[config.mk]
export PLATFORM = sky130hd
export DESIGN_NAME = buffer_channel_activation
export DESIGN_NICKNAME = d
export VERILOG_FILES = /design/src/buffer_channel_activation.v /design/src/address_pair_store.v
export VERILOG_INCLUDE_DIRS = /design/src /design/src/src
export SDC_FILE = /design/constraint.sdc
export NUM_CORES = 1
export LEC_CHECK = 0
export BUFFER_PORTS_ARGS = -buffer_cell sky130_fd_sc_hd__buf_2
export CAP_MARGIN = 25
export CORE_AREA = 2 2 256 182
export CTS_BUF_LIST = sky130_fd_sc_hd__clkbuf_2
export DETAILED_ROUTE_END_ITERATION = 10
export DIE_AREA = 0 0 258 184
export MAX_ROUTING_LAYER = met4
export PLACE_DENSITY_LB_ADDON = 0.25
export SYNTH_ARGS = -nofsm -noshare
export SYNTH_HDL_FRONTEND = slang
export SYNTH_SLANG_ARGS = --single-unit
[constraint.sdc]
create_clock -name clk -period 7.1 [get_ports clk]
set_input_delay 1.065 -clock clk [delete_from_list [all_inputs] [get_ports clk]]
set_output_delay 1.065 -clock clk [all_outputs]
set_load 0.02 [all_outputs]
[src/buffer_channel_defines.vh]
// constants for buffer channel set-up, scanner and sense/select timing
`ifndef BUFFER_CHANNEL_DEFINES_VH
`define BUFFER_CHANNEL_DEFINES_VH

// ------------------------------------------------------------
// clock and timing
// ------------------------------------------------------------
`define CLK_PERIOD_NS     10
`define EXF_START_NS      1600
`define EXF_HOLD_NS       12800
`define EXF_START_CYC     ((`EXF_START_NS + `CLK_PERIOD_NS - 1) / `CLK_PERIOD_NS)
`define EXF_HOLD_CYC      ((`EXF_HOLD_NS + `CLK_PERIOD_NS - 1) / `CLK_PERIOD_NS)
`define PHASE_ODD         2'h0
`define PHASE_EVEN        2'h2

// ------------------------------------------------------------
// register offsets
// ------------------------------------------------------------
`define OFF_CMD           4'h0
`define OFF_TERM          4'h1
`define OFF_STATUS        4'h2
`define OFF_SHARED        4'h3

// ------------------------------------------------------------
// command word fields
// ------------------------------------------------------------
`define CMD_OP_LSB        0
`define CMD_OP_MSB        2
`define CMD_UPPER_BIT     3
`define CMD_ADDR_LSB      4
`define CMD_ADDR_MSB      18
`define OP_SELECT         3'h0
`define OP_SENSE          3'h7

// ------------------------------------------------------------
// terminal write fields
// ------------------------------------------------------------
`define TERM_ADDR_MSB     14
`define TERM_CH_LSB       15
`define TERM_CH_MSB       17

// ------------------------------------------------------------
// code fields and reset values
// ------------------------------------------------------------
`define EXF_CH_LSB        9
`define EXF_CH_MSB        11
`define SCAN_RESET        3'h1
`define ADDR_ONES         15'h7fff

`endif

[src/buffer_channel_activation.v]
// sense/select sequence, channel activation, ready logic and scanner
// How it works
// - code to all, strobe to named channel
// - top three code bits name channel
// - lower second rank always drives lines
// - sense flop starts counter, strobe later
// - strobe held, then sequence resumes
// - low bit xor response picks exit
// - combined result resynchronized before use
// - upper position: full skips lower
// - lower position: half repeats sense
// - select: load, count, strobe, exit
// - activate loads channel, address, busy
// - wait while auxiliary operation busy
// - fast sequence writes ones, then address
// - copy pair to shared, set active
// - active channels run without program control
// - odd resync pulse raises service request
// - six channel scan, one flop changes
// - second rank moves only without request
// - stage one toggles, two, three follow
// - stages equal: grant, load designator
`timescale 1ns/1ps
`include "buffer_channel_defines.vh"
module buffer_channel_activation (
  // clock and reset
  input  wire        clk,
  input  wire        rst_n,
  // register port
  input  wire [3:0]  reg_addr,
  input  wire [31:0] reg_wdata,
  input  wire        reg_wr,
  input  wire        reg_rd,
  output reg  [31:0] reg_rdata,
  // external function lines
  output reg  [11:0] external_function_code,
  output reg  [5:0]  sense_strobe,
  output reg  [5:0]  function_strobe,
  input  wire        sense_response_input,
  // channel handshake
  output reg  [5:0]  channel_active,
  input  wire [5:0]  input_ready,
  input  wire [5:0]  output_resume,
  // auxiliary sequence side
  input  wire        aux_busy,
  input  wire        aux_release,
  output reg         storage_busy,
  output reg         grant_request,
  output reg  [2:0]  granted_channel_designator,
  output reg  [5:0]  granted_decode
);

  // ------------------------------------------------------------
  // states and constants
  // ------------------------------------------------------------
  localparam [3:0] ST_IDLE   = 4'h0;
  localparam [3:0] ST_LOAD   = 4'h1;
  localparam [3:0] ST_COUNT  = 4'h2;
  localparam [3:0] ST_RESYNC = 4'h3;
  localparam [3:0] ST_EXIT   = 4'h4;
  localparam [3:0] ST_ACT    = 4'h5;
  localparam [3:0] ST_HSS1   = 4'h6;
  localparam [3:0] ST_HSS2   = 4'h7;
  localparam [3:0] ST_HSS3   = 4'h8;
  localparam [3:0] ST_HSS4   = 4'h9;
  localparam [3:0] ST_HSS5   = 4'ha;
  localparam integer START_INT = `EXF_START_CYC;
  localparam integer END_INT   = `EXF_START_CYC + `EXF_HOLD_CYC;
  localparam [10:0]  START_CYC = START_INT[10:0];
  localparam [10:0]  END_CYC   = END_INT[10:0];

  // ------------------------------------------------------------
  // declarations
  // ------------------------------------------------------------
  reg  [1:0]  phase_r;
  wire        odd_resync_pulse;
  wire        even_phase;
  reg  [3:0]  state_r;
  reg  [10:0] cnt_r;
  reg  [2:0]  op_r;
  reg         upper_r;
  reg  [14:0] addr_r;
  reg  [23:0] x2_lower_r;
  reg  [14:0] x2_upper_r;
  reg  [2:0]  channel_number_holding_reg;
  reg         sense_flop;
  reg         select_flop;
  reg         exit_flop;
  reg         combined_r;
  reg         resync_r;
  reg         exit_full_r;
  reg         skip_lower_r;
  reg         activate_instruction_flop;
  reg  [29:0] shared_update_register;
  reg  [5:0]  service_request_flop;
  reg  [5:0]  resume_seen_flop;
  reg  [5:0]  awaiting_resume_flop;
  reg  [2:0]  rank1_r;
  reg  [2:0]  rank2_r;
  reg         scanner_stage_one;
  reg         scanner_stage_two;
  reg         scanner_stage_three;
  reg         wr_upper;
  reg         wr_lower;
  reg  [2:0]  wr_idx;
  reg  [14:0] wr_data;
  reg  [5:0]  strobe_sel;
  reg  [2:0]  gray_next;
  wire [29:0] pair_rdata;
  wire        combined_sense_result;
  wire        cur_request;
  wire        advance_pulse_set;
  wire        advance_pulse_clear;
  wire        cmd_wr;
  wire [2:0]  exf_ch;

  // ------------------------------------------------------------
  // phase divider
  // ------------------------------------------------------------
  always @(posedge clk or negedge rst_n) begin
    if (!rst_n) begin
      phase_r <= 2'h0;
    end else begin
      phase_r <= phase_r + 2'h1;
    end
  end
  assign odd_resync_pulse = (phase_r == `PHASE_ODD);
  assign even_phase       = (phase_r == `PHASE_EVEN);

  // ------------------------------------------------------------
  // decode helpers
  // ------------------------------------------------------------
  assign cmd_wr = reg_wr && (reg_addr == `OFF_CMD) && (state_r == ST_IDLE);
  assign exf_ch = x2_lower_r[`EXF_CH_MSB:`EXF_CH_LSB];
  assign combined_sense_result = x2_lower_r[0] ^ sense_response_input;

  always @* begin
    strobe_sel = 6'h0;
    if (exf_ch >= 3'h1 && exf_ch <= 3'h6) begin
      strobe_sel[exf_ch - 3'h1] = 1'b1;
    end
  end

  // ------------------------------------------------------------
  // external function and activation sequence
  // ------------------------------------------------------------
  always @(posedge clk or negedge rst_n) begin
    if (!rst_n) begin
      state_r                    <= ST_IDLE;
      cnt_r                      <= 11'h0;
      op_r                       <= 3'h0;
      upper_r                    <= 1'b0;
      addr_r                     <= 15'h0;
      x2_lower_r                 <= 24'h0;
      x2_upper_r                 <= 15'h0;
      channel_number_holding_reg <= 3'h0;
      sense_flop                 <= 1'b0;
      select_flop                <= 1'b0;
      exit_flop                  <= 1'b0;
      combined_r                 <= 1'b0;
      resync_r                   <= 1'b0;
      exit_full_r                <= 1'b0;
      skip_lower_r               <= 1'b0;
      activate_instruction_flop  <= 1'b0;
      storage_busy               <= 1'b0;
      sense_strobe               <= 6'h0;
      function_strobe            <= 6'h0;
      shared_update_register     <= 30'h0;
      channel_active             <= 6'h0;
    end else begin
      case (state_r)
        ST_IDLE: begin
          exit_flop <= 1'b0;
          if (cmd_wr) begin
            op_r    <= reg_wdata[`CMD_OP_MSB:`CMD_OP_LSB];
            upper_r <= reg_wdata[`CMD_UPPER_BIT];
            addr_r  <= reg_wdata[`CMD_ADDR_MSB:`CMD_ADDR_LSB];
            state_r <= ST_LOAD;
          end
        end
        ST_LOAD: begin
          if (op_r == `OP_SENSE || op_r == `OP_SELECT) begin
            x2_lower_r  <= {{9{addr_r[14]}}, addr_r};
            sense_flop  <= (op_r == `OP_SENSE);
            select_flop <= (op_r == `OP_SELECT);
            if (op_r == `OP_SELECT && !exit_flop) begin
              resync_r <= 1'b1;
            end
            cnt_r   <= 11'h0;
            state_r <= ST_COUNT;
          end else begin
            channel_number_holding_reg <= op_r;
            x2_upper_r                 <= addr_r;
            state_r                    <= ST_ACT;
          end
        end
        ST_COUNT: begin
          cnt_r <= cnt_r + 11'h1;
          if (cnt_r == START_CYC - 11'h1) begin
            sense_strobe    <= sense_flop ? strobe_sel : 6'h0;
            function_strobe <= select_flop ? strobe_sel : 6'h0;
          end
          if (cnt_r == END_CYC - 11'h1) begin
            sense_strobe    <= 6'h0;
            function_strobe <= 6'h0;
            combined_r      <= combined_sense_result;
            state_r         <= sense_flop ? ST_RESYNC : ST_EXIT;
          end
        end
        ST_RESYNC: begin
          if (odd_resync_pulse) begin
            resync_r <= combined_r;
            state_r  <= ST_EXIT;
          end
        end
        ST_EXIT: begin
          exit_full_r  <= resync_r;
          skip_lower_r <= upper_r && resync_r;
          sense_flop   <= 1'b0;
          select_flop  <= 1'b0;
          resync_r     <= 1'b0;
          if (sense_flop && !upper_r && !resync_r) begin
            state_r <= ST_LOAD;
          end else begin
            state_r <= ST_IDLE;
          end
        end
        ST_ACT: begin
          storage_busy <= 1'b1;
          if (!aux_busy && !grant_request) begin
            activate_instruction_flop <= 1'b1;
            state_r                   <= ST_HSS1;
          end
        end
        ST_HSS1: begin
          storage_busy <= 1'b1;
          state_r      <= ST_HSS2;
        end
        ST_HSS2: begin
          state_r <= ST_HSS3;
        end
        ST_HSS3: begin
          shared_update_register <= 30'h0;
          state_r                <= ST_HSS4;
        end
        ST_HSS4: begin
          state_r <= ST_HSS5;
        end
        ST_HSS5: begin
          shared_update_register <= pair_rdata;
          channel_active[channel_number_holding_reg - 3'h1] <= 1'b1;
          activate_instruction_flop <= 1'b0;
          storage_busy              <= 1'b0;
          state_r                   <= ST_IDLE;
        end
        default: begin
          state_r <= ST_IDLE;
        end
      endcase
    end
  end

  // ------------------------------------------------------------
  // pair store port
  // ------------------------------------------------------------
  always @* begin
    wr_upper = 1'b0;
    wr_lower = 1'b0;
    wr_idx   = channel_number_holding_reg;
    wr_data  = x2_upper_r;
    if (state_r == ST_HSS1) begin
      wr_upper = 1'b1;
      wr_data  = `ADDR_ONES;
    end else if (state_r == ST_HSS2) begin
      wr_upper = 1'b1;
    end else if (reg_wr && reg_addr == `OFF_TERM) begin
      wr_lower = 1'b1;
      wr_idx   = reg_wdata[`TERM_CH_MSB:`TERM_CH_LSB];
      wr_data  = reg_wdata[`TERM_ADDR_MSB:0];
    end
  end

  address_pair_store u_pairs (
    .clk     (clk),
    .rst_n   (rst_n),
    .wr_upper(wr_upper),
    .wr_lower(wr_lower),
    .wr_idx  (wr_idx),
    .wr_data (wr_data),
    .rd_idx  (channel_number_holding_reg),
    .rd_data (pair_rdata)
  );

  // ------------------------------------------------------------
  // ready and resume logic per channel
  // ------------------------------------------------------------
  genvar c;
  generate
    for (c = 0; c < 6; c = c + 1) begin : chan
      wire served = aux_release && grant_request && (granted_channel_designator == c + 1);
      always @(posedge clk or negedge rst_n) begin
        if (!rst_n) begin
          service_request_flop[c] <= 1'b0;
          resume_seen_flop[c]     <= 1'b0;
          awaiting_resume_flop[c] <= 1'b0;
        end else if (!channel_active[c]) begin
          service_request_flop[c] <= 1'b0;
          resume_seen_flop[c]     <= 1'b0;
          awaiting_resume_flop[c] <= 1'b0;
        end else if (served) begin
          service_request_flop[c] <= (c % 2 == 0) && odd_resync_pulse && input_ready[c];
          awaiting_resume_flop[c] <= (c % 2 == 1);
        end else if (c % 2 == 1) begin
          if (awaiting_resume_flop[c] && output_resume[c]) begin
            resume_seen_flop[c]     <= 1'b1;
            awaiting_resume_flop[c] <= 1'b0;
          end else if (resume_seen_flop[c] && !output_resume[c]) begin
            resume_seen_flop[c] <= 1'b0;
          end else if (odd_resync_pulse && !awaiting_resume_flop[c] &&
                       !resume_seen_flop[c]) begin
            service_request_flop[c] <= 1'b1;
          end
        end else if (odd_resync_pulse && input_ready[c]) begin
          service_request_flop[c] <= 1'b1;
        end
      end
    end
  endgenerate

  // ------------------------------------------------------------
  // auxiliary scanner
  // ------------------------------------------------------------
  assign cur_request = service_request_flop[rank1_r - 3'h1];
  assign advance_pulse_set   = odd_resync_pulse && !cur_request && !grant_request &&
                               !scanner_stage_one;
  assign advance_pulse_clear = odd_resync_pulse && !cur_request && !grant_request &&
                               scanner_stage_one;

  always @* begin
    case (rank1_r)
      3'h1: gray_next = 3'h3;
      3'h3: gray_next = 3'h2;
      3'h2: gray_next = 3'h6;
      3'h6: gray_next = 3'h4;
      3'h4: gray_next = 3'h5;
      3'h5: gray_next = 3'h1;
      default: gray_next = `SCAN_RESET;
    endcase
  end

  always @(posedge clk or negedge rst_n) begin
    if (!rst_n) begin
      rank1_r                    <= `SCAN_RESET;
      rank2_r                    <= `SCAN_RESET;
      scanner_stage_one          <= 1'b0;
      scanner_stage_two          <= 1'b0;
      scanner_stage_three        <= 1'b1;
      grant_request              <= 1'b0;
      granted_channel_designator <= 3'h0;
      granted_decode             <= 6'h0;
    end else begin
      if (advance_pulse_set) begin
        scanner_stage_one <= 1'b1;
      end else if (advance_pulse_clear) begin
        scanner_stage_one <= 1'b0;
      end
      if (even_phase) begin
        scanner_stage_two <= scanner_stage_one;
        if (!cur_request && !grant_request) begin
          rank2_r <= gray_next;
        end
      end
      if (odd_resync_pulse) begin
        scanner_stage_three <= scanner_stage_two;
        if (!cur_request && !grant_request) begin
          rank1_r <= rank2_r;
        end
      end
      if (grant_request) begin
        if (aux_release) begin
          grant_request  <= 1'b0;
          granted_decode <= 6'h0;
        end
      end else if (cur_request && scanner_stage_one == scanner_stage_three) begin
        grant_request              <= 1'b1;
        granted_channel_designator <= rank1_r;
        granted_decode             <= 6'h1 << (rank1_r - 3'h1);
      end
    end
  end

  // ------------------------------------------------------------
  // outputs from registers and read port
  // ------------------------------------------------------------
  always @(posedge clk or negedge rst_n) begin
    if (!rst_n) begin
      external_function_code <= 12'h0;
      reg_rdata              <= 32'h0;
    end else begin
      external_function_code <= {x2_lower_r[11:1], 1'b0};
      reg_rdata <= 32'h0;
      if (reg_rd) begin
        case (reg_addr)
          `OFF_STATUS: reg_rdata <= {6'h0, granted_channel_designator, grant_request,
                                     service_request_flop, channel_active,
                                     1'b0, storage_busy, activate_instruction_flop,
                                     skip_lower_r, exit_full_r, (state_r != ST_IDLE),
                                     state_r};
          `OFF_SHARED: reg_rdata <= {2'h0, shared_update_register};
          default:     reg_rdata <= 32'h0;
        endcase
      end
    end
  end

endmodule

[src/address_pair_store.v]
// six-entry store of current and terminal address pairs
`timescale 1ns/1ps
module address_pair_store (
  // clock and reset
  input  wire        clk,
  input  wire        rst_n,
  // write port
  input  wire        wr_upper,
  input  wire        wr_lower,
  input  wire [2:0]  wr_idx,
  input  wire [14:0] wr_data,
  // read port
  input  wire [2:0]  rd_idx,
  output reg  [29:0] rd_data
);

  wire [29:0] words [0:5];

  // ------------------------------------------------------------
  // per entry storage
  // ------------------------------------------------------------
  genvar g;
  generate
    for (g = 0; g < 6; g = g + 1) begin : entry
      reg [29:0] word_r;
      always @(posedge clk or negedge rst_n) begin
        if (!rst_n) begin
          word_r <= 30'h0;
        end else if (wr_idx == g + 1) begin
          if (wr_upper) begin
            word_r[29:15] <= wr_data;
          end
          if (wr_lower) begin
            word_r[14:0] <= wr_data;
          end
        end
      end
      assign words[g] = word_r;
    end
  endgenerate

  // ------------------------------------------------------------
  // registered read
  // ------------------------------------------------------------
  always @(posedge clk or negedge rst_n) begin
    if (!rst_n) begin
      rd_data <= 30'h0;
    end else if (rd_idx >= 3'h1 && rd_idx <= 3'h6) begin
      rd_data <= words[rd_idx - 3'h1];
    end else begin
      rd_data <= 30'h0;
    end
  end

endmodule

# ---- Yosys cells after proc, flatten, opt, wreduce, memory -nomap -nowiden
# Cells that the tools add are included.
dict set report totals {
  reg_bits 406
  wordCells 348
}
dict set report op_classes {
  n_reduce_logical 102
  order_cmp 10
  eq_ne 63
  n_addsub 5
  mux 106
  n_bitwise 5
  shift 1
}
# op count
set op_table {}
lappend op_table {{30-bit case mux with 2 select lines} 2}
lappend op_table {{30-bit binary-select mux with 3-bit select} 1}
lappend op_table {{30-bit two-way mux} 3}
lappend op_table {{1-bit two-way mux} 65}
lappend op_table {{6-bit two-way mux} 10}
lappend op_table {{2-bit AND reduction} 27}
lappend op_table {{15-bit two-way mux} 3}
lappend op_table {{4-bit case mux with 10 select lines} 1}
lappend op_table {{1-bit logical AND} 39}
lappend op_table {{3-bit by 1-bit inequality test with 1-bit output, second input constant} 12}
lappend op_table {{32-bit two-way mux} 1}
lappend op_table {{3-bit == test, second input constant} 9}
lappend op_table {{11-bit case mux with 2 select lines} 1}
lappend op_table {{2-bit inequality test, second input constant} 10}
lappend op_table {{3-bit by 2-bit == test with 1-bit output, second input constant} 6}
lappend op_table {{3-bit inequality test, second input constant} 6}
lappend op_table {{4-bit by 2-bit == test with 1-bit output, second input constant} 4}
lappend op_table {{4-bit by 3-bit == test with 1-bit output, second input constant} 4}
lappend op_table {{4-bit two-way mux} 4}
lappend op_table {{2-bit nonzero test} 8}
lappend op_table {{1-bit logical NOT} 15}
lappend op_table {{3-bit two-way mux} 5}
lappend op_table {{3-bit case mux with 5 select lines} 1}
lappend op_table {{4-bit == test, second input constant} 3}
lappend op_table {{other kinds (32)} 52}

# ---- Longest topological paths before layout
# Gate-level depths: netlist of run 1.
dict set report depth {
  ltp_word 9
  depth_mapped 10
  depth_no_buf 7
}

# ---- By module
# Synthesis of run 1 repeated with hierarchy kept, for this count alone.
dict set report hier_totals {
  hier_cells 1405
  hier_area_um2 17934.7
}
# mod area_each_um2 seq_area_each_um2 instances cells_per_inst
set modules_own_cells {}
lappend modules_own_cells {address_pair_store 9326.4 5255.0 1 622}
lappend modules_own_cells {buffer_channel_activation 8608.3 4858.4 1 783}

# ---- Worst setup path after synthesis of run 1
# Ideal clock, no wire load.
dict set report synth_timing {
  kind {input to register}
  startpoint {input reg_addr[1]}
  endpoint {register u_pairs.entry[3].word_r[10]}
  setup_time_ps 125
  t_arrival_ps 2715
  path_slack_ps 4260
  required_ps 6975
  stages 6
  path_cell_list {nor4b_4 > nand3_1 > or4b_1 > buf_2 > buf_6 > mux2_4}
}
dict set report synth_between {
  elab_chain_cells 7
  word_cells_on_any_way 13
  cone_classes {eq/ne (2); mux (9); reduce/logical (2)}
}
# element line
set synth_lines {}
lappend synth_lines {{start, declared} buffer_channel_activation.v:30} ;# input wire [3:0] reg_addr,
lappend synth_lines {{4-bit by 1-bit == test with 1-bit output (no line) *} --}
lappend synth_lines {{1-bit logical AND (no line) *} --}
lappend synth_lines {{3-bit two-way mux} buffer_channel_activation.v:276} ;# end else if (reg_wr && reg_addr == `OFF_TERM) begin
lappend synth_lines {{3-bit two-way mux} buffer_channel_activation.v:274} ;# end else if (state_r == ST_HSS2) begin
lappend synth_lines {{3-bit two-way mux} buffer_channel_activation.v:271} ;# if (state_r == ST_HSS1) begin
lappend synth_lines {{3-bit == test} address_pair_store.v:29} ;# end else if (wr_idx == g + 1) begin
lappend synth_lines {{2-bit AND reduction (no line)} --}
lappend synth_lines {{end signal, assigned} address_pair_store.v:34} ;# word_r[14:0] <= wr_data;
lappend synth_lines {{end, declared} address_pair_store.v:25} ;# reg [29:0] word_r;
# Every way passes the cells marked *; elsewhere a longest branch is shown, timed or not.
# A chain may end at the register's enable or synchronous reset.

# ---- Worst setup path after layout of run 1
dict set report layout_timing {
  startpoint {register channel_number_holding_reg[0]}
  endpoint {register u_pairs.rd_data[14]}
}
dict set report layout_between {
  elab_chain_cells 6
  word_cells_on_any_way 9
  cone_classes {add/sub (1); order compare (2); mux (4); bitwise (1); reduce/logical (1)}
}
# element line
set layout_lines {}
lappend layout_lines {{start, declared} buffer_channel_activation.v:85} ;# reg [2:0] channel_number_holding_reg;
lappend layout_lines {{start signal, assigned} buffer_channel_activation.v:192} ;# channel_number_holding_reg <= op_r;
lappend layout_lines {{3-bit by 1-bit subtractor with 3-bit output} address_pair_store.v:49} ;# rd_data <= words[rd_idx - 3'h1];
lappend layout_lines {{3-bit NOT with 4-bit output (not written as such)} address_pair_store.v:49}
lappend layout_lines {{30-bit binary-select mux with 3-bit select} address_pair_store.v:49}
lappend layout_lines {{30-bit two-way mux (not written as such) (2 in a row)} address_pair_store.v:49}
lappend layout_lines {{30-bit two-way mux *} address_pair_store.v:48} ;# end else if (rd_idx >= 3'h1 && rd_idx <= 3'h6) begin
lappend layout_lines {{end signal, assigned} address_pair_store.v:49}
lappend layout_lines {{end, declared} address_pair_store.v:14} ;# output reg [29:0] rd_data
# Every way passes the cells marked *; elsewhere a longest branch is shown, timed or not. The select of a mux whose other input is x is not followed.

==> summary.md, run 1 <==
| Metric | Value |
|---|---|
| Drt drc | `0` |
| FF-to-FF End | `u_pairs.rd_data[14]$_DFF_PN0_` |
| Mean routed wirelength per cell | `18.8 um` |
| Area share of the largest cell type after synthesis | `between 50% and 60%` |
| Initial drt markers | `674` |
| Pins Over Slew Limit | `0` |
| Fin crit share | `55.1%` |
| Slowest CP cell | `dfrtp_4` |
| CP Capture Type | `flip-flop` |
| Standard-cell rows | `65` |
| CTS tree | `yes` |
| Leak pwr | `slightly below 10 nW` |
| Nets | `1644` |
| Die height | `between 150 and 200 um` |
| Number of global-route vias before repair | `12100` |
| R2R depth | `6` |
| # setup viols final | `0` |
| Post-route setup TNS | `0 ns` |
| RR Startpoint | `channel_number_holding_reg[0]$_DFFE_PN0P_` |
| Maximum VDD drop | `0.000198 V` |
| Synth Warn # | `0` |
| Post-DRT Antenna Nets | `0` |
| Worst R2R Setup Slack | `3.19 ns` |
| RSZ-0062 raised after global routing | `no` |
| TritonRoute pass-1 iters | `5` |
| Clk sinks | `404` |
| CP required | `slightly below 8 ns` |
| Placed Area | `around 19000 um^2` |
| Ys flop type | `dfrtp_1` |
| Largest reg by FF count | `u_pairs.entry.word_r` |
| Yosys top cell by area | `dfrtp_1` |
| Vias per cell | `approximately 5.3` |
| Yosys reg bits | `404` |
| Sequential fraction of the synthesis area | `56.9%` |
| Worst Setup Path Type | `reg -> reg` |
| Hold Path Class | `in -> async` |
| Status | `finished, final reports clean` |
| Top-count cell post-synth | `dfrtp_1` |
| Initial antenna violation count | `2` |
| Final GP Congestion | `0.787` |
| IO Count | `128` |
| Pwr dens | `339 nW/um^2` |
| Distinct cells, synth | `71` |
| DIE WIDTH | `258 um` |
| CORE AREA | `44800 um^2` |
| Critical Path Max Stage Delay | `1.01 ns` |
| Fraction of layout cells with a size suffix above 1 | `34.3%` |
| Worst path arrival time | `4.69 ns` |
| Cells along the critical path | `inv_1, ha_1, xnor2_2, nand2_2, a211oi_1, a2111oi_0` |
| CTS Buf Count | `just over 100` |
| Post-synth EDFFs | `0` |
| Port bufs | `105` |
| Max Freq | `around 260 MHz` |
| Synth Instances | `roughly 1400` |
| Ys async rst share | `between 90% and 100%` |
| Final Hold Vio Count | `0` |
| Routed via count | `11800` |
| Number of flip-flops under the largest register name | `between 150 and 200` |
| CTS Hold Bufs | `0` |
| Global-route wire length before repair | `68.4 mm` |
| Clock tree buffer depth | `3` |
| Area Growth Syn to Fin | `11.8%` |
| Detailed placement HPWL | `26.6 mm` |
| Largest net degree at the start of global routing | `approximately 160` |
| Slew @ Worst Pin | `1.09 ns` |
| Postcts setup bufs | `0` |
| CTS H-tree depth | `3` |
| Synthesized area per cell | `12.4 um^2` |
| Area of all placed cells without fillers | `19900 um^2` |
| GRT Residual Overflow | `0` |
| Clock latency on the worst-skew pair | `1.04 ns` |
| Cell area after synthesis | `17800 um^2` |
| Die area | `between 40000 and 50000 um^2` |
| Reg clk slew, reported paths | `0.11 ns` |
| Synth area leaders | `dfrtp_1 (56%), mux2_2 (14%), mux2i_1 (3.7%), nand2_1 (2.6%), clkbuf_1 (1.5%)` |
| Max_cap viols | `0` |
| Synth cell count leaders | `dfrtp_1 (401), mux2_2 (225), nand2_1 (122), clkbuf_1 (73), mux2i_1 (66)` |
| Crit Path Max Fanout | `64` |
| Aggregate routed wire length | `42.3 mm` |
| Total track usage | `between 10% and 20%` |
| Setup Skew | `between 0.07 and 0.08 ns` |
| Rel. slew slack | `25.7%` |
| Final min period | `3.91 ns` |
| Worst setup SP type | `flip-flop` |
| Initial core utilization | `between 30 and 40%` |
| Post-cts sizing count | `0` |
| CTS root buf | `clkbuf_2` |
-- layer usage --
layer	wire [um]	vias to the layer above	global-route usage (%)	share of wire, %
li1	-	5454	-	-
met1	21200	6055	26.6	50
met2	18400	228	27.2	43
met3	1850	82	4.08	4.4
met4	901	0	5.85	2.1
met5	0	-	-	0
-- worst max path at each step --
stage | slack [ns] | endpoint | cells after the start | from
floorplan | 4.26 | u_pairs.entry[3].word_r[10]$_DFFE_PN0P_ | 6 | reg_addr[1]
global placement | 3.17 | u_pairs.entry[2].word_r[13]$_DFFE_PN0P_ | 5 | reg_addr[0]
detailed placement | 3.13 | u_pairs.entry[2].word_r[9]$_DFFE_PN0P_ | 5 | reg_addr[0]
CTS | 3.20 | u_pairs.rd_data[14]$_DFF_PN0_ | 6 | channel_number_holding_reg[0]$_DFFE_PN0P_
global route | 3.02 | u_pairs.rd_data[14]$_DFF_PN0_ | 6 | channel_number_holding_reg[0]$_DFFE_PN0P_
finish | 3.19 | u_pairs.rd_data[14]$_DFF_PN0_ | 6 | channel_number_holding_reg[0]$_DFFE_PN0P_
-- through the flow --
step / power, mW / setup slack, ns / hold WS [ns] / cells / util [%]
final: 6.74 / 3.19 / 0.101 / 2249 / 44.4
after global routing: 7.20 / 3.02 / 0.0813 / 2249 / 44.4
after CTS: 6.82 / 3.20 / 0.0382 / 2243 / 44.2
after detailed placement: 5.28 / 3.13 / 0.361 / 2068 / 42.3
after global placement: 5.24 / 3.17 / 0.358 / 2065 / 42.2
after floorplan: 4.42 / 4.26 / 0.354 / 1435 / -
-- power by group --
group	internal, mW	switching (mW)	total (mW)
Combinational	0.803	1.40	2.20
Sequential	2.69	0.342	3.03
Clock	0.588	0.923	1.51
Total	4.08	2.66	6.74
-- worst max-delay path, delay by kind of cell, from the launching register on --
kind            cells  cell delay [ns]
xor+xnor            1             0.25
compound gates      2             1.05
buf+inv             1             0.24
simple gates        1             0.69
fa+ha+maj           1             0.33
flops               1             1.01
-- cell families after synthesis --
logic type,synth area share [%]
flip-flops,56.9
buffers and inverters,2.94
other,0.0211
adder cells (fa/ha/maj),1.13
XOR/XNOR,0.394
AND/OR/NAND/NOR,11.0
AO/OA/AOI/OAI,7.47
multiplexers,20.2
-- placed cells by master (no fill, tap or decap), types with 12 or more instances in the layout --
cell and count:
a22o_1 12, a21oi_1 38, nor2_1 62, and3_1 15, o21ai_0 32, nand2_1 121
mux2_1 20, buf_2 104, clkbuf_2 148, clkinv_1 22, buf_4 28, nand3_1 44
mux2i_1 66, dfrtp_1 400, a2111oi_0 30, a211oi_1 29, mux2_2 225, nor2b_1 38
inv_1 14, nand4_1 21, ha_1 16
-- area by class of cell --
cell class                 count  area (um^2)
inverter                      14         52.6
antenna                        2         5.00
tap                          603          754
clock inverter                27          129
multi-input combinational    911         7210
sequential                   404        10100
fill                        4169        24900
clock buffer                 148          741
timing repair buffer         140          873
Note: power is estimated with default switching activity, not from simulation.
==> run 2: changes to the inputs <==
Clock period 7.1 ns to 3.7 ns, I/O delays scaled along.
==> run 2 against run 1 <==
Net effect:
- sequential share of layout area down 1.0 points
- clock skew down 0.014 ns
- non-clock buffer count up 53
- die area unchanged
- global-route usage up 0.38 points
- utilization up 0.93 points
- design area up 2.1%
- critical path type unchanged
==> summary.md, run 2 (synthesis results as in run 1) <==
| Metric | Value |
|---|---|
| CP most frequent cell | `ha_1` |
| DIE WIDTH | `~260 um` |
| Final GP Congestion | `about 0.8` |
| Placed insts | `2093` |
| Port bufs | `105` |
| IO Count | `~130` |
| Final worst-path setup slack | `0.759 ns` |
| Die area | `about 47000 um^2` |
| Die height | `184 um` |
| CTS root buf | `clkbuf_2` |
| Reg clk slew, reported paths | `0.11 ns` |
| Worst path arrival time | `3.84 ns` |
| Pwr dens | `~650 nW/um^2` |
| Max Freq | `340 MHz` |
| Setup Skew | `0.0604 ns` |
| GRT Residual Overflow | `0` |
| Rel. slew slack | `27.3%` |
| Nets | `1697` |
| Area of all placed cells without fillers | `a little over 20000 um^2` |
| Cells along the critical path | `inv_1, ha_1, ha_1, mux4_2, and2_1, nor4b_2, mux2_2` |
| Commonest non-fill, non-tap cell in the layout | `dfrtp_1` |
| Largest reg by FF count | `u_pairs.entry.word_r` |
| CTS Buf Count | `between 100 and 150` |
| Mean routed wirelength per cell | `about 19 um` |
| Standard-cell rows | `65` |
| Slew @ Worst Pin | `1.06 ns` |
| Post-route setup TNS | `0 ns` |
| Leak pwr | `10.0 nW` |
| RSZ-0062 raised after global routing | `no` |
| Final Hold Vio Count | `0` |
| Initial core utilization | `around two fifths` |
| Placement Setup Slack | `about 0.62 ns` |
| Maximum VDD drop | `0.000821 V` |
| Area Growth Syn to Fin | `14.1%` |
| Aggregate routed wire length | `43.1 mm` |
| Clock latency on the worst-skew pair | `1.04 ns` |
| Hold slack | `0.111 ns` |
| Post-Layout Cell Count | `2296` |
| CP Capture Type | `flip-flop` |
| Initial drt markers | `811` |
| Detailed placement HPWL | `27.7 mm` |
| CP bufs+invs | `1` |
| Number of global-route vias before repair | `12400` |
| Crit Path Max Fanout | `7` |
| Max_cap viols | `0` |
| Total track usage | `19.3%` |
| CTS tree | `yes` |
| Routed via count | `12000` |
| Final min period | `2.94 ns` |
| Clk sinks | `404` |
| Largest net degree at the start of global routing | `~130` |
| Slowest CP cell | `dfstp_2` |
| Hold Path Class | `in -> reg` |
| Final Util | `45.3%` |
| Fraction of layout cells with a size suffix above 1 | `around 34%` |
| Critical Path Max Stage Delay | `0.62 ns` |
| TritonRoute pass-1 iters | `5` |
| Placed Area | `19100 um^2` |
| Initial antenna violation count | `1` |
| # setup viols final | `0` |
| Vias per cell | `5.24` |
| Drt drc | `0` |
| Fin crit share | `between 70% and 80%` |
| CTS H-tree depth | `3` |
| Worst setup SP type | `flip-flop` |
| Pins Over Slew Limit | `0` |
| CORE AREA | `~45000 um^2` |
| Most frequent cells in the layout | `dfrtp_1 (400), mux2_2 (225), clkbuf_2 (143)` |
| Total power | `13.2 mW` |
| Post-DRT Antenna Nets | `0` |
| Number of flip-flops under the largest register name | `180` |
| Status | `finished, final reports clean` |
| Worst Setup Path Type | `reg -> reg` |
| Postcts setup bufs | `0` |
| Clock tree buffer depth | `3` |
| Post-cts sizing count | `0` |
| CP delay by family, top | `simple AND/OR/NAND/NOR gates` |
| Global-route wire length before repair | `69.5 mm` |
| CP required | `4.60 ns` |
## run 2: cell types whose count changed in the layout (fill, tap and decap cells not counted), moves of 3 or more
cell           change
clkbuf_2           -5
dlygate4sd3_1     +31
clkinv_1           -4
o21ai_1            -3
buf_12             +3
buf_4             +23
o21ai_0            +3
## run 2: final timing paths
check | start | endpoint | slack (ns) | cells after the start
worst max-delay path | rank1_r[0]$_DFFE_PN1P_ | rank1_r[2]$_DFFE_PN0P_ | 0.76 | 7
worst min-delay path | reg_addr[1] | reg_rdata[7]$_DFF_PN0_ | 0.11 | 3
worst max register to register | rank1_r[0]$_DFFE_PN1P_ | rank1_r[2]$_DFFE_PN0P_ | 0.76 | 7
worst min register to register | x2_lower_r[7]$_DFFE_PN0P_ | external_function_code[7]$_DFF_PN0_ | 0.38 | 0
max in group asynchronous | rst_n | x2_upper_r[6]$_DFFE_PN0P_ | 2.51 | 3
min in group asynchronous | rst_n | u_pairs.entry[1].word_r[0]$_DFFE_PN0P_ | 0.15 | 2
## run 2: power by group
| part | switching [mW] | internal [mW] |
|---|---|---|
| registers | 0.564 | 5.16 |
| clock network | 1.81 | 1.10 |
| logic | 2.85 | 1.67 |
## run 2: final cells by class
cell class / count / area, um^2
well taps: 603 / 754
flip-flops and latches: 404 / 10100
fillers: 4161 / 24500
repair buffers: 193 / 1330
diodes: 1 / 2.50
inverters: 14 / 52.6
multi-input cells: 911 / 7190
clock buffers: 143 / 716
clock inverters: 27 / 138
## run 2: metal layers
layer | up-vias | track usage [%] | part of all wire, %
li1 | 5576 | - | -
met1 | 6125 | 27.1 | 50
met2 | 259 | 27.9 | 44
met3 | 60 | 4.36 | 4.8
met4 | 0 | 5.50 | 1.4
met5 | - | - | 0
## run 2: what timing repair did
| item | in CTS | in global routing |
|---|---|---|
| endpoints found under the hold margin | 139 | 0 |
| setup endpoints to repair | 0 | 0 |
| hold buffers | 31 | 0 |
## run 2: worst reg2reg max path: cells and delay by family (launching register included)
family | cells | cell delay, ns
AND/OR/NAND/NOR | 2 | 0.78
multiplexers | 2 | 0.70
flip-flops | 1 | 0.62
adder cells (fa/ha/maj) | 2 | 0.60
buffers and inverters | 1 | 0.13
==> run 3: changes to the inputs <==
Settings changed: ABC_AREA set to 1, CORE_AREA 2 2 256 182 to 2 2 258 183, DIE_AREA 0 0 258 184 to 0 0 260 185.
Clock period 3.7 ns to 2.95 ns, I/O delays scaled along.
==> run 3 against run 2 <==
Net effect:
- first-iteration DRC count is 120% higher
- critical path type unchanged
- design area is 1.0% higher
- non-clock buffer count is 3 higher
- cell count rose by 32%
- critical endpoint is now u_pairs.entry[0].word_r[2]$_DFFE_PN0P_
- synthesized cell count rose by 53%
- worst setup slack worse by 0.60 ns
- wire length grew 25%
==> summary.md, run 3 <==
| Metric | Value |
|---|---|
| Status | `finished, final reports clean` |
| Max Freq | `~360 MHz` |
| GRT Residual Overflow | `0` |
| Synth Warn # | `0` |
| Worst Setup Path Type | `reg -> reg` |
| Top-count cell post-synth | `nand2_1` |
| Final Hold Vio Count | `0` |
| Largest net degree at the start of global routing | `just over 90` |
| GR peak layer | `met1` |
| Post-DRT Antenna Nets | `0` |
| Met2 Usage GRT | `33.1%` |
| Largest reg by FF count | `u_pairs.entry.word_r` |
| Most frequent cells in the layout | `nand2_1 (677), dfrtp_1 (400), nor2_1 (215)` |
| Initial core utilization | `39.5%` |
| Hold endpoint | `state_r[1]$_DFFE_PN0P_` |
| Cell area after synthesis | `roughly 18000 um^2` |
| Rel. slew slack | `32.7%` |
| # setup viols final | `0` |
| Drt drc | `0` |
| Yosys top cell by area | `dfrtp_1` |
| Reg clk slew, reported paths | `between 0.1 and 0.15 ns` |
| Hold path startpoint | `reg_addr[0]` |
| CORE AREA | `45800 um^2` |
| Number of flip-flops under the largest register name | `180` |
| IO Count | `128` |
| R2R depth | `9` |
| Mux contribution to synthesized area | `less than 1%` |
| Initial drt markers | `1782` |
| Clock tree buffer depth | `3` |
| Simple-gate share of the synthesized area | `28.5%` |
| Pins Over Slew Limit | `0` |
| Total track usage | `23.4%` |
| Sequential fraction of the synthesis area | `55.9%` |
| Largest family of logic cells by synthesized area | `simple AND/OR/NAND/NOR gates` |
| Mean routed wirelength per cell | `17.8 um` |
| Synth area leaders | `dfrtp_1 (55%), nand2_1 (14%), nand3_1 (5.3%), o21ai_0 (4.6%), nor2_1 (4.5%)` |
| Nets | `~2400` |
| Worst setup SP type | `flip-flop` |
| Fraction of layout cells with a size suffix above 1 | `around 15%` |
| Post-synth EDFFs | `0` |
| Clk sinks | `around 400` |
| CP Capture Type | `flip-flop` |
| Vias per cell | `about 5.2` |
| Synth Area in XOR/XNOR | `0.387%` |
| Final min period | `2.79 ns` |
| Yosys reg bits | `404` |
| Met1 Resource Use GR | `approximately 33%` |
| CP required | `3.78 ns` |
| Max_cap viols | `0` |
| Port bufs | `105` |
| Fin crit share | `94.7%` |
| Commonest non-fill, non-tap cell in the layout | `nand2_1` |
| Global-route wire length before repair | `approximately 85 mm` |
| DIE WIDTH | `about 260 um` |
| RR Startpoint | `state_r[1]$_DFFE_PN0P_` |
| Worst R2R Setup Slack | `0.16 ns` |
| Synthesized area per cell | `8.28 um^2` |
| CTS root buf | `clkbuf_2` |
| Number of global-route vias before repair | `15100` |
| Distinct cells, synth | `39` |
| Final worst-path setup slack | `0.156 ns` |
| Placement Setup Slack | `-0.178 ns` |
| Area share of the largest cell type after synthesis | `55.4%` |
| Aggregate routed wire length | `53.9 mm` |
| Post-Synth Adder-Cell Area | `1.11%` |
| CTS H-tree depth | `3` |
| FF-to-FF End | `u_pairs.entry[0].word_r[2]$_DFFE_PN0P_` |
| Worst hold stages | `5` |
| Ys async rst share | `100%` |
| Hold slack | `0.139 ns` |
| Pwr dens | `495 nW/um^2` |
| RSZ-0062 raised after global routing | `yes` |
| CTS tree | `yes` |
| Initial antenna violation count | `3` |
| Die area | `48100 um^2` |
| Post-route setup TNS | `0 ns` |
| Setup Skew | `0.0779 ns` |
| Routed via count | `15700` |
| Maximum VDD drop | `~0.00027 V` |
| Ys flop type | `dfrtp_1` |
| Detailed placement HPWL | `33.9 mm` |
| CTS Buf Count | `97` |
| Standard-cell rows | `66` |
| Final GP Congestion | `just under 0.9` |
| Synth cell count leaders | `nand2_1 (679), dfrtp_1 (401), nor2_1 (216), nand3_1 (193), o21ai_0 (166)` |
| Worst path arrival time | `3.62 ns` |
| Synth Instances | `about 2200` |
| Crit Path Max Fanout | `32` |
| Compound-Gate Fraction of Synth Area | `7.69%` |
| Hold Path Class | `in -> reg` |
| Final Util | `between 40 and 50%` |
| Slew @ Worst Pin | `1.01 ns` |
| Die height | `185 um` |
| Postcts setup bufs | `0` |
| TritonRoute pass-1 iters | `6` |
| Area Growth Syn to Fin | `13.3%` |
| Leak pwr | `about 11 nW` |
| Global-route met3 utilization | `under 10%` |
| Clock latency on the worst-skew pair | `1.02 ns` |
## run 3: stage by stage
stage               instance area [um^2]  power, mW  std cells
floorplan                          18100       6.33       2189
detailed placement                 19400       6.71       2831
CTS                                20500       10.3       3026
finish                             20500       10.1       3030
global route                       20500       10.7       3030
global placement                   19400       6.69       2831
## run 3: area by class of cell
class | instances | area, um^2
inverters | 140 | 526
fillers | 4609 | 25300
flip-flops and latches | 404 | 10100
repair buffers | 196 | 1400
diodes | 3 | 7.51
clock inverters | 23 | 100
clock buffers | 141 | 706
multi-input cells | 1511 | 6890
well taps | 612 | 766
## run 3: where the power goes
| part | switching, mW | internal [mW] | leakage (nW) |
|---|---|---|---|
| Combinational | 0.617 | 0.266 | 4.92 |
| Clock | 2.24 | 1.27 | 0.638 |
| Sequential | 0.100 | 5.65 | 5.23 |
## run 3: per-layer routing
layer  wire length, um  vias to the layer above
met3              4220                       95
met5                 0                        -
met2             23900                      621
li1                  -                     7441
met4              1250                        0
met1             24600                     7567
## run 3: worst max-delay path, cell delays in order (launching register included)
cell and delay (ns):
dfrtp_1 0.54, nand3_4 0.23, nand3_2 0.21, nand2_1 0.11
nand2_4 0.12, inv_2 0.09, nor2_4 0.64, nand2_2 0.42
nand2_1 0.16, nand2_1 0.07
## run 3: cells by family (layout without fill, tap and decap cells)
family | after synthesis | after routing
adder cells (fa/ha/maj) | 16 | 16
AO/OA/AOI/OAI | 266 | 266
multiplexers | 2 | 2
XOR/XNOR | 8 | 8
other | 1 | 6
buffers and inverters | 275 | 500
flip-flops | 404 | 404
AND/OR/NAND/NOR | 1215 | 1216
## run 3: worst max-delay path by stage
stage | start | to | depth (start not counted)
2_1_floorplan | channel_number_holding_reg[0]$_DFFE_PN0P_ | u_pairs.rd_data[28]$_DFF_PN0_ | 12
3_3_place_gp | reg_addr[3] | u_pairs.entry[0].word_r[1]$_DFFE_PN0P_ | 11
3_5_place_dp | reg_addr[3] | u_pairs.entry[2].word_r[9]$_DFFE_PN0P_ | 11
4_1_cts | state_r[1]$_DFFE_PN0P_ | u_pairs.entry[4].word_r[7]$_DFFE_PN0P_ | 8
5_1_grt | state_r[1]$_DFFE_PN0P_ | u_pairs.entry[0].word_r[2]$_DFFE_PN0P_ | 9
6_report | state_r[1]$_DFFE_PN0P_ | u_pairs.entry[0].word_r[2]$_DFFE_PN0P_ | 9
## run 3: what timing repair did
item,4_1_cts,5_1_grt
hold buffers,31,0
hold endpoints to repair,484,0
gates resized for setup,2,0
cloned,0,1
pin swaps,0,1
setup endpoints to repair,6,33
